[src/verilog/dxi_consts.svh]
// constants for the ddr2 mode register and init tracker
`ifndef DXI_CONSTS_SVH
`define DXI_CONSTS_SVH
`define DXI_ADDR_W 16
`define DXI_BA_W 3
`define DXI_MR_W 13
`define DXI_MR_RST 13'h0000
`define DXI_BA_MR 2'h0
`define DXI_BA_EMR1 2'h1
`define DXI_BA_EMR2 2'h2
`define DXI_BA_EMR3 2'h3
`define DXI_BIT_DLL_RESET 8
`define DXI_BIT_DLL_DIS 0
`define DXI_BIT_HTR 7
`define DXI_BIT_RTT0 2
`define DXI_BIT_RTT1 6
`define DXI_BIT_AP 10
`define DXI_OCD_LO 7
`define DXI_OCD_HI 9
`define DXI_OCD_ALL 3'h7
`define DXI_DLL_LOCK_CYC 8'hC8
`define DXI_CNT_W 8
`define DXI_MIN_REF 2'h2
`endif

[src/verilog/dxi_pkg.sv]
// types for the ddr2 mode register and init tracker
package dxi_pkg;
  typedef struct packed {
    logic cke;
    logic cs_b;
    logic ras_b;
    logic cas_b;
    logic we_b;
    logic odt;
    logic [2:0] ba;
    logic [15:0] addr;
  } dxi_cmd_bus_t;

  typedef enum logic [3:0] {
    DXI_C_LM = 4'h0,
    DXI_C_REF = 4'h1,
    DXI_C_PRE = 4'h2,
    DXI_C_ACT = 4'h3,
    DXI_C_WR = 4'h4,
    DXI_C_RD = 4'h5,
    DXI_C_BST = 4'h6,
    DXI_C_NOP = 4'h7
  } dxi_cmd_t;

  typedef enum logic [3:0] {
    DXI_S_PWR = 4'h0,
    DXI_S_PRE1 = 4'h1,
    DXI_S_EMR2 = 4'h2,
    DXI_S_EMR3 = 4'h3,
    DXI_S_DLLEN = 4'h4,
    DXI_S_DLLRST = 4'h5,
    DXI_S_PRE2 = 4'h6,
    DXI_S_REF = 4'h7,
    DXI_S_MR = 4'h8,
    DXI_S_OCD1 = 4'h9,
    DXI_S_OCD2 = 4'hA,
    DXI_S_DONE = 4'hB
  } dxi_state_t;

  typedef struct packed {
    logic [12:0] mr;
    logic [12:0] emr1;
    logic [12:0] emr2;
    logic [12:0] emr3;
  } dxi_regs_t;
endpackage

[src/verilog/dxi_ddr2_init.sv]
// ddr2 device side: mode register loads and init sequence tracking
// Functional notes
// - each mode register holds until reloaded; loads never touch the array.
// - next load register 2 via ba 10; only high-temp bit may be set (the tracker accepts any value).
// - then load register 3 via ba 11, all zero (the tracker accepts any value).
// - then load register 1, a0 low enabling the dll.
// - then load main register with a8 high; dll locks in 200 clocks.
// - then load main register with a8 low, no second dll reset.
// - device ready once 200 clocks have passed since the dll reset load and the ocd exit load to register 1 is done.
// - a10 high precharges all; bank bits select the mode register.
`include "dxi_consts.svh"
`timescale 1ns/1ps
`default_nettype none
module dxi_ddr2_init (
  input wire logic clk,
  input wire logic rst_b,
  input wire logic ce,
  input wire dxi_pkg::dxi_cmd_bus_t cmd_bus,
  output var dxi_pkg::dxi_regs_t regs_q,
  output logic dll_locked_q,
  output logic ready_q,
  output logic banks_idle_q,
  output logic term_on_q,
  output logic seq_err_q,
  output logic [3:0] init_state_q
);
  import dxi_pkg::*;

  dxi_state_t state_q;
  dxi_state_t state_d;
  logic [`DXI_CNT_W-1:0] dll_cnt_q;
  logic [1:0] ref_cnt_q;
  logic cke_q;

  // command decode
  wire dxi_cmd_t cmd = cmd_bus.cs_b ? DXI_C_NOP :
    dxi_cmd_t'({1'b0, cmd_bus.ras_b, cmd_bus.cas_b, cmd_bus.we_b});
  wire [1:0] sel = cmd_bus.ba[1:0];
  wire [12:0] code = cmd_bus.addr[12:0];
  wire is_lm = cmd_bus.cke && (cmd == DXI_C_LM);
  wire is_ref = cmd_bus.cke && (cmd == DXI_C_REF);
  wire is_pre_all = cmd_bus.cke && (cmd == DXI_C_PRE) &&
    cmd_bus.addr[`DXI_BIT_AP];
  wire is_act = cmd_bus.cke && (cmd == DXI_C_ACT);
  wire lm_mr = is_lm && (sel == `DXI_BA_MR);
  wire lm_emr1 = is_lm && (sel == `DXI_BA_EMR1);
  wire lm_emr2 = is_lm && (sel == `DXI_BA_EMR2);
  wire lm_emr3 = is_lm && (sel == `DXI_BA_EMR3);
  wire dll_reset = lm_mr && code[`DXI_BIT_DLL_RESET];
  wire ocd_bits_all = code[`DXI_OCD_HI:`DXI_OCD_LO] == `DXI_OCD_ALL;
  wire ocd_bits_none = code[`DXI_OCD_HI:`DXI_OCD_LO] == 3'h0;
  wire busy = (cmd != DXI_C_NOP) && cmd_bus.cke;
  wire rtt_on = regs_q.emr1[`DXI_BIT_RTT0] | regs_q.emr1[`DXI_BIT_RTT1];
  wire cnt_zero = dll_cnt_q == '0;
  wire ref_enough = ref_cnt_q >= `DXI_MIN_REF;

  // expected next step and the step it leads to
  logic step_ok;
  always_comb
  begin
    state_d = state_q;
    step_ok = 1'b1;
    unique case (state_q)
      DXI_S_PWR:
        if (cmd_bus.cke && !cke_q)
          state_d = DXI_S_PRE1;
      DXI_S_PRE1:
      begin
        step_ok = !busy || is_pre_all;
        if (is_pre_all)
          state_d = DXI_S_EMR2;
      end
      DXI_S_EMR2:
      begin
        step_ok = !busy || lm_emr2;
        if (lm_emr2)
          state_d = DXI_S_EMR3;
      end
      DXI_S_EMR3:
      begin
        step_ok = !busy || lm_emr3;
        if (lm_emr3)
          state_d = DXI_S_DLLEN;
      end
      DXI_S_DLLEN:
      begin
        step_ok = !busy || (lm_emr1 && !code[`DXI_BIT_DLL_DIS]);
        if (lm_emr1 && !code[`DXI_BIT_DLL_DIS])
          state_d = DXI_S_DLLRST;
      end
      DXI_S_DLLRST:
      begin
        step_ok = !busy || dll_reset;
        if (dll_reset)
          state_d = DXI_S_PRE2;
      end
      DXI_S_PRE2:
      begin
        step_ok = !busy || is_pre_all;
        if (is_pre_all)
          state_d = DXI_S_REF;
      end
      DXI_S_REF:
      begin
        step_ok = !busy || is_ref ||
          (lm_mr && ref_enough && !code[`DXI_BIT_DLL_RESET]);
        if (lm_mr && ref_enough && !code[`DXI_BIT_DLL_RESET])
          state_d = DXI_S_OCD1;
      end
      DXI_S_MR:
        state_d = DXI_S_OCD1;
      DXI_S_OCD1:
      begin
        step_ok = !busy || (lm_emr1 && ocd_bits_all);
        if (lm_emr1 && ocd_bits_all)
          state_d = DXI_S_OCD2;
      end
      DXI_S_OCD2:
      begin
        step_ok = !busy || (lm_emr1 && ocd_bits_none);
        if (lm_emr1 && ocd_bits_none)
          state_d = DXI_S_DONE;
      end
      DXI_S_DONE:
        state_d = DXI_S_DONE;
      default:
        state_d = DXI_S_PWR;
    endcase
  end

  always_ff @(posedge clk or negedge rst_b)
  begin
    if (!rst_b)
    begin
      state_q <= DXI_S_PWR;
      cke_q <= 1'b0;
      seq_err_q <= 1'b0;
    end
    else if (ce)
    begin
      state_q <= state_d;
      cke_q <= cmd_bus.cke;
      if (!step_ok || (state_q != DXI_S_PWR && state_q != DXI_S_DONE &&
          !cmd_bus.cke))
        seq_err_q <= 1'b1;
    end
  end

  // mode registers hold until reloaded; array untouched by loads
  always_ff @(posedge clk or negedge rst_b)
  begin
    if (!rst_b)
      regs_q <= {4{`DXI_MR_RST}};
    else if (ce)
    begin
      if (lm_mr)
        regs_q.mr <= code;
      if (lm_emr1)
        regs_q.emr1 <= code;
      if (lm_emr2)
        regs_q.emr2 <= code;
      if (lm_emr3)
        regs_q.emr3 <= code;
    end
  end

  // dll lock counter and readiness
  always_ff @(posedge clk or negedge rst_b)
  begin
    if (!rst_b)
    begin
      dll_cnt_q <= '0;
      dll_locked_q <= 1'b0;
      ready_q <= 1'b0;
      ref_cnt_q <= 2'h0;
    end
    else if (ce)
    begin
      if (dll_reset)
        dll_cnt_q <= `DXI_DLL_LOCK_CYC - 8'h01;
      else if (!cnt_zero)
        dll_cnt_q <= dll_cnt_q - 8'h01;
      dll_locked_q <= !dll_reset && cnt_zero && !dll_locked_q ?
        (state_q >= DXI_S_PRE2) : (dll_locked_q && !dll_reset) ||
        (!dll_reset && dll_cnt_q == 8'h01);
      ready_q <= !dll_reset && (state_d == DXI_S_DONE) &&
        (cnt_zero || dll_cnt_q == 8'h01);
      if (state_q == DXI_S_PRE2)
        ref_cnt_q <= 2'h0;
      else if (is_ref && !ref_enough)
        ref_cnt_q <= ref_cnt_q + 2'h1;
    end
  end

  // bank state and termination
  always_ff @(posedge clk or negedge rst_b)
  begin
    if (!rst_b)
    begin
      banks_idle_q <= 1'b1;
      term_on_q <= 1'b0;
    end
    else if (ce)
    begin
      if (is_act)
        banks_idle_q <= 1'b0;
      else if (is_pre_all)
        banks_idle_q <= 1'b1;
      term_on_q <= cmd_bus.odt && cmd_bus.cke && rtt_on;
    end
  end

  assign init_state_q = state_q;
endmodule // dxi_ddr2_init
`default_nettype wire

[config.mk]
export PLATFORM = sky130hd
export DESIGN_NAME = dxi_ddr2_init
export DESIGN_NICKNAME = d
export VERILOG_FILES = /design/src/verilog/dxi_pkg.sv /design/src/verilog/dxi_ddr2_init.sv
export VERILOG_INCLUDE_DIRS = /design/src /design/src/verilog
export SDC_FILE = /design/constraint.sdc
export NUM_CORES = 1
export LEC_CHECK = 0
export BUFFER_PORTS_ARGS = -buffer_cell sky130_fd_sc_hd__buf_4
export CORE_UTILIZATION = 49
export CTS_BUF_LIST = sky130_fd_sc_hd__clkbuf_2 sky130_fd_sc_hd__clkbuf_4 sky130_fd_sc_hd__clkbuf_8
export CTS_CLUSTER_SIZE = 8
export DETAILED_ROUTE_END_ITERATION = 10
export PLACE_DENSITY = 0.78
export SLEW_MARGIN = 20
export SYNTH_ARGS = -nofsm -noshare
export SYNTH_HDL_FRONTEND = slang
export SYNTH_SLANG_ARGS = --single-unit
export TNS_END_PERCENT = 10
[constraint.sdc]
create_clock -name clk -period 1.8 [get_ports clk]
set_input_delay 0.36 -clock clk [delete_from_list [all_inputs] [get_ports clk]]
set_output_delay 0.36 -clock clk [all_outputs]
set_load 0.02 [all_outputs]
# Word-level counts from Yosys, hierarchy flattened
# Index checks and enable logic that the tools add are counted.
[totals]
register_bits = 72
elab_cells = 127
[classes]
add_sub_neg = 2
n_lt_le_gt_ge = 2
eq_ne = 23
mux = 20
bitwise_logic = 1
reduce_logical = 66
[op_table]
columns = ["op", "n"]
rows = [
  ["case mux 4 bit (12 select lines)", 1],
  ["two-way mux 4 bit", 10],
  ["logical AND 1 bit", 28],
  ["== test 4 bit (second input constant)", 5],
  ["== test 4 x 3 -> 1 bit (second input constant)", 4],
  ["two-way mux 8 bit", 2],
  ["AND reduction 2 bit", 8],
  ["logical OR 1 bit", 12],
  ["zero test 1 bit", 9],
  ["== test 4 x 2 -> 1 bit (second input constant)", 2],
  ["== test 8 x 1 -> 1 bit (second input constant)", 1],
  ["zero test 4 bit", 2],
  ["zero test 8 bit", 1],
  ["case mux 1 bit (8 select lines)", 1],
  ["subtractor 8 x 1 -> 8 bit (second input constant)", 1],
  ["== test 3 x 2 -> 1 bit (second input constant)", 2],
  ["== test 2 bit (second input constant)", 2],
  ["== test 4 x 1 -> 1 bit (second input constant)", 1],
  [">= comparator 4 x 3 -> 1 bit (second input constant)", 1],
  ["two-way mux 2 bit", 2],
  ["!= test 4 bit (second input constant)", 1],
  ["nonzero test 2 bit", 2],
  ["nonzero test 4 bit", 1],
  ["== test 3 x 1 -> 1 bit (second input constant)", 1],
  ["other kinds (12)", 14],
]

# Logic depth before layout (Yosys ltp)
[depth]
depth_word = 11
depth_mapped = 7

# Worst setup path after synthesis
# OpenSTA, ideal clock, no wires.
[synth_timing]
path_kind = "input port to flip-flop"
from = "input port cmd_bus[23] (netlist name)"
to = "register regs_q[49] (netlist name)"
setup_ps = 125
arrival_time_ps = 2046
required_ps = 1675
setup_slack_ps = -371
stages = 6
cell_sequence = "or4b_1 -> buf_6 -> or4b_1 -> buf_2 -> buf_6 -> mux2_4"
[synth_via]
elab_chain_len = 5
[synth_lines]
columns = ["element", "line", "text"]
rows = [
  ["start: declaration", "dxi_ddr2_init.sv:18", "input wire dxi_pkg::dxi_cmd_bus_t cmd_bus,"],
  ["two-way mux 3 bit", "dxi_ddr2_init.sv:36", "wire dxi_cmd_t cmd = cmd_bus.cs_b ? DXI_C_NOP :"],
  ["zero test 4 bit", "dxi_ddr2_init.sv:40", "wire is_lm = cmd_bus.cke && (cmd == DXI_C_LM);"],
  ["logical AND 1 bit", "dxi_ddr2_init.sv:40", ""],
  ["logical AND 1 bit", "dxi_ddr2_init.sv:45", "wire lm_mr = is_lm && (sel == `DXI_BA_MR);"],
  ["AND reduction 2 bit (no line)", "n/a", ""],
  ["end signal: assignment", "dxi_ddr2_init.sv:153", "regs_q <= {4{`DXI_MR_RST}};"],
  ["end: declaration", "dxi_ddr2_init.sv:19", "output var dxi_pkg::dxi_regs_t regs_q,"],
]
# No other way between the ends.
# A chain may end at the register's enable or synchronous reset.

# Final worst setup path
[layout_timing]
from = "input port cmd_bus[20] (netlist name)"
to = "register regs_q[49] (netlist name)"
# The elaborated chain is that of the path after synthesis.

==> impl_metrics.json <==
{
  "status": "finished, violations left",
  "violations": "negative setup slack",
  "grt_start_max_net_pins": 35,
  "total_power_mw": 4.77,
  "timing_worst_slew_pin_value_ps": 525,
  "cts_tree": "yes",
  "max_freq_mhz": 556,
  "slew_headroom": 0.647,
  "syn_area_um2": 3460,
  "syn_inst": 318,
  "cp_num_buf_inv": 2,
  "synth_common_cells": "dfrtp_1 (71), mux2_2 (43), nand2_1 (43), nor2_1 (21)",
  "p_seq_frac": 0.426,
  "yosysWarnings": 0,
  "dpl-instance-area_um2": 4420,
  "wirelength_um": 9050,
  "clk_pin_slew_ps": 90,
  "rsz0062_at_grt": "yes",
  "grt_usage": 0.259,
  "clkPwrFrac": 0.275,
  "critical_path_arrival_ps": 2030,
  "drive_gt1_frac": 0.445,
  "final_antenna_net_count": 0,
  "wl_per_cell_um": 17.1,
  "crit_fanout": 8,
  "grt-ovfl-total": 0,
  "setup_viol": 1,
  "num_io_pins": 89,
  "dp_slack_ps": -368,
  "grt_pass1_vias": 2941,
  "die_w_um": 86.0,
  "ys_ff_latch": 72,
  "synth_enable_flop_cells": 0,
  "pwr-share-comb": 0.299,
  "drt_pre_antenna_iters": 5,
  "fin_util": 0.691,
  "setup_tns_ps": -0.0480,
  "die_h_um": 86.0,
  "cpPeakStageDelay_ps": 600,
  "fin_crit_sh": 1.00,
  "cp_slowest_cell": "or4b_4",
  "gp_congestion": 0.914,
  "fillers": 507,
  "cp-start-kind": "primary input",
  "final_cells": 530,
  "yosysTopAreaCellShare": 0.514,
  "leakagePower_nw": 2.35,
  "nets": 460,
  "coreArea_um2": 6790,
  "p_int_mw": 3.15,
  "drc": 0,
  "start_util": 0.509,
  "antenna_found_initial": 0,
  "htreeDepth": 3,
  "ys_seq_area_frac": 0.521,
  "endpoint_kind": "register",
  "min_path_type": "primary input to register",
  "vias": 2909,
  "async_flop_share": 1.00,
  "cts_root_buf": "clkbuf_8",
  "cts_made_buffers": 9,
  "period_needed_ps": 1800,
  "hold_viol": 0,
  "insertion_delay_ps": 350,
  "die-area_um2": 7400,
  "cp_top_family": "simple AND/OR/NAND/NOR gates",
  "finalInstanceArea_um2": 4690,
  "switching_share": 0.339,
  "io_buffers": 84,
  "cap_violations": 0,
  "cts_max_path_buffers": 2,
  "hpwl_um": 6360,
  "yosysMostFrequentCell": "dfrtp_1",
  "yosys.area.top_type": "dfrtp_1",
  "synthFlopType": "dfrtp_1",
  "worst_slack_ps": -0.0480,
  "postCtsSetupBuffers": 0,
  "worst_hold_slack_ps": 230,
  "syn_to_final_growth_pct": 35.7,
  "syn-num-nets": 349,
  "synth_area_leaders": "dfrtp_1 (51%), mux2_2 (14%), nand2_1 (4.7%)",
  "grt_pass1_wl_um": 14500,
  "syn_area_per_cell_um2": 10.9,
  "p_switching_mw": 1.62,
  "drt_iter0_drc": 233,
  "viasPerCell": 5.49,
  "ff2ff_setup_slack_ps": 10,
  "synth.distinct_cells": 55,
  "crit_type": "primary input to register",
  "ir_drop_v": 0.000624,
  "rows": 30,
  "cts.sinks": 72,
  "required_ps": 2030,
  "power_density_nw_per_um2": 1020,
  "path_cells": "buf_4 > or4b_4 > or4b_1 > buf_6 > mux2_4",
  "place_inst": 513,
  "n_antenna_cell": 0,
  "finClkSkew_ps": 10.5,
  "drv_slew": 0
}
sequential cells by signal, indices dropped and copies added, names as in the netlist:
signal        cells
dll_cnt_q         8
ready_q           1
term_on_q         1
dll_locked_q      1
regs_q           52
banks_idle_q      1
ref_cnt_q         2
init_state_q      4
cke_q             1
seq_err_q         1
layout by cell type (no fill, tap or decap), types with 5 or more instances in the layout:
cell type  netlist  layout
nand2_1         43      43
a21oi_1          6       6
nor3_1           8       7
o21ai_0          8       7
mux2_4           1       6
buf_4            0     115
a31oi_1          7       7
clkbuf_8         0       9
inv_1            9       9
nor2_1          21      21
mux2_2          43      38
nand3_1         10      10
xor2_1           5       5
dfrtp_1         71      71
kinds of logic after synthesis:
group           synth area share
mux                        0.147
fa+ha+maj                 0.0109
compound gates            0.0912
buf+inv                   0.0365
flops                      0.521
simple gates               0.178
xor+xnor                  0.0152
layer usage:
metal  GRT usage  vias up  share of wire
li1            -     1359              -
met1       0.325     1425           0.43
met2       0.415      107           0.49
met3      0.0895       18          0.063
met4      0.0970        0          0.019
met5           0        -              0
cell type report:
type / count / area, µm² / area share
Sequential cell: 72 / 1800 / 0.384
Multi-Input combinational cell: 218 / 1610 / 0.344
Timing Repair Buffer: 119 / 925 / 0.197
Clock buffer: 10 / 131 / 0.0280
Tap cell: 96 / 120 / 0.0256
Clock inverter: 6 / 67.6 / 0.0144
Inverter: 9 / 33.8 / 0.00720
timing repair:
item | 4_1_cts | 5_1_grt
hold buffers | 1 | 0
gates resized for setup | 3 | 9
endpoints found under the hold margin | 19 | 0
setup endpoints to repair | 3 | 23
pin swaps | 4 | 8
cloned | 0 | 0
power groups by stage:
stage	clock network, mW	logic (mW)	registers, mW
3_5_place_dp	0	1.35	2.05
5_1_grt	1.39	1.55	2.06
6_report	1.31	1.43	2.03
3_3_place_gp	0	1.31	2.03
2_1_floorplan	0	0.618	2.20
4_1_cts	1.32	1.37	2.02
path summary, 6_finish.rpt:
kind	from	cells after the start	end
max	cmd_bus[20]	5	regs_q[49]
min	cmd_bus[6]	3	regs_q[45]
max reg2reg	init_state_q[0]	6	seq_err_q
min reg2reg	regs_q[45]	2	regs_q[45]
max in group asynchronous	rst_b	3	regs_q[34]
min in group asynchronous	rst_b	2	init_state_q[3]
worst min-delay path: stages:
cell     delay (ps)
buf_4           100
nand2_1          40
nand2_1          50
Power figures use the tool's default switching activity.
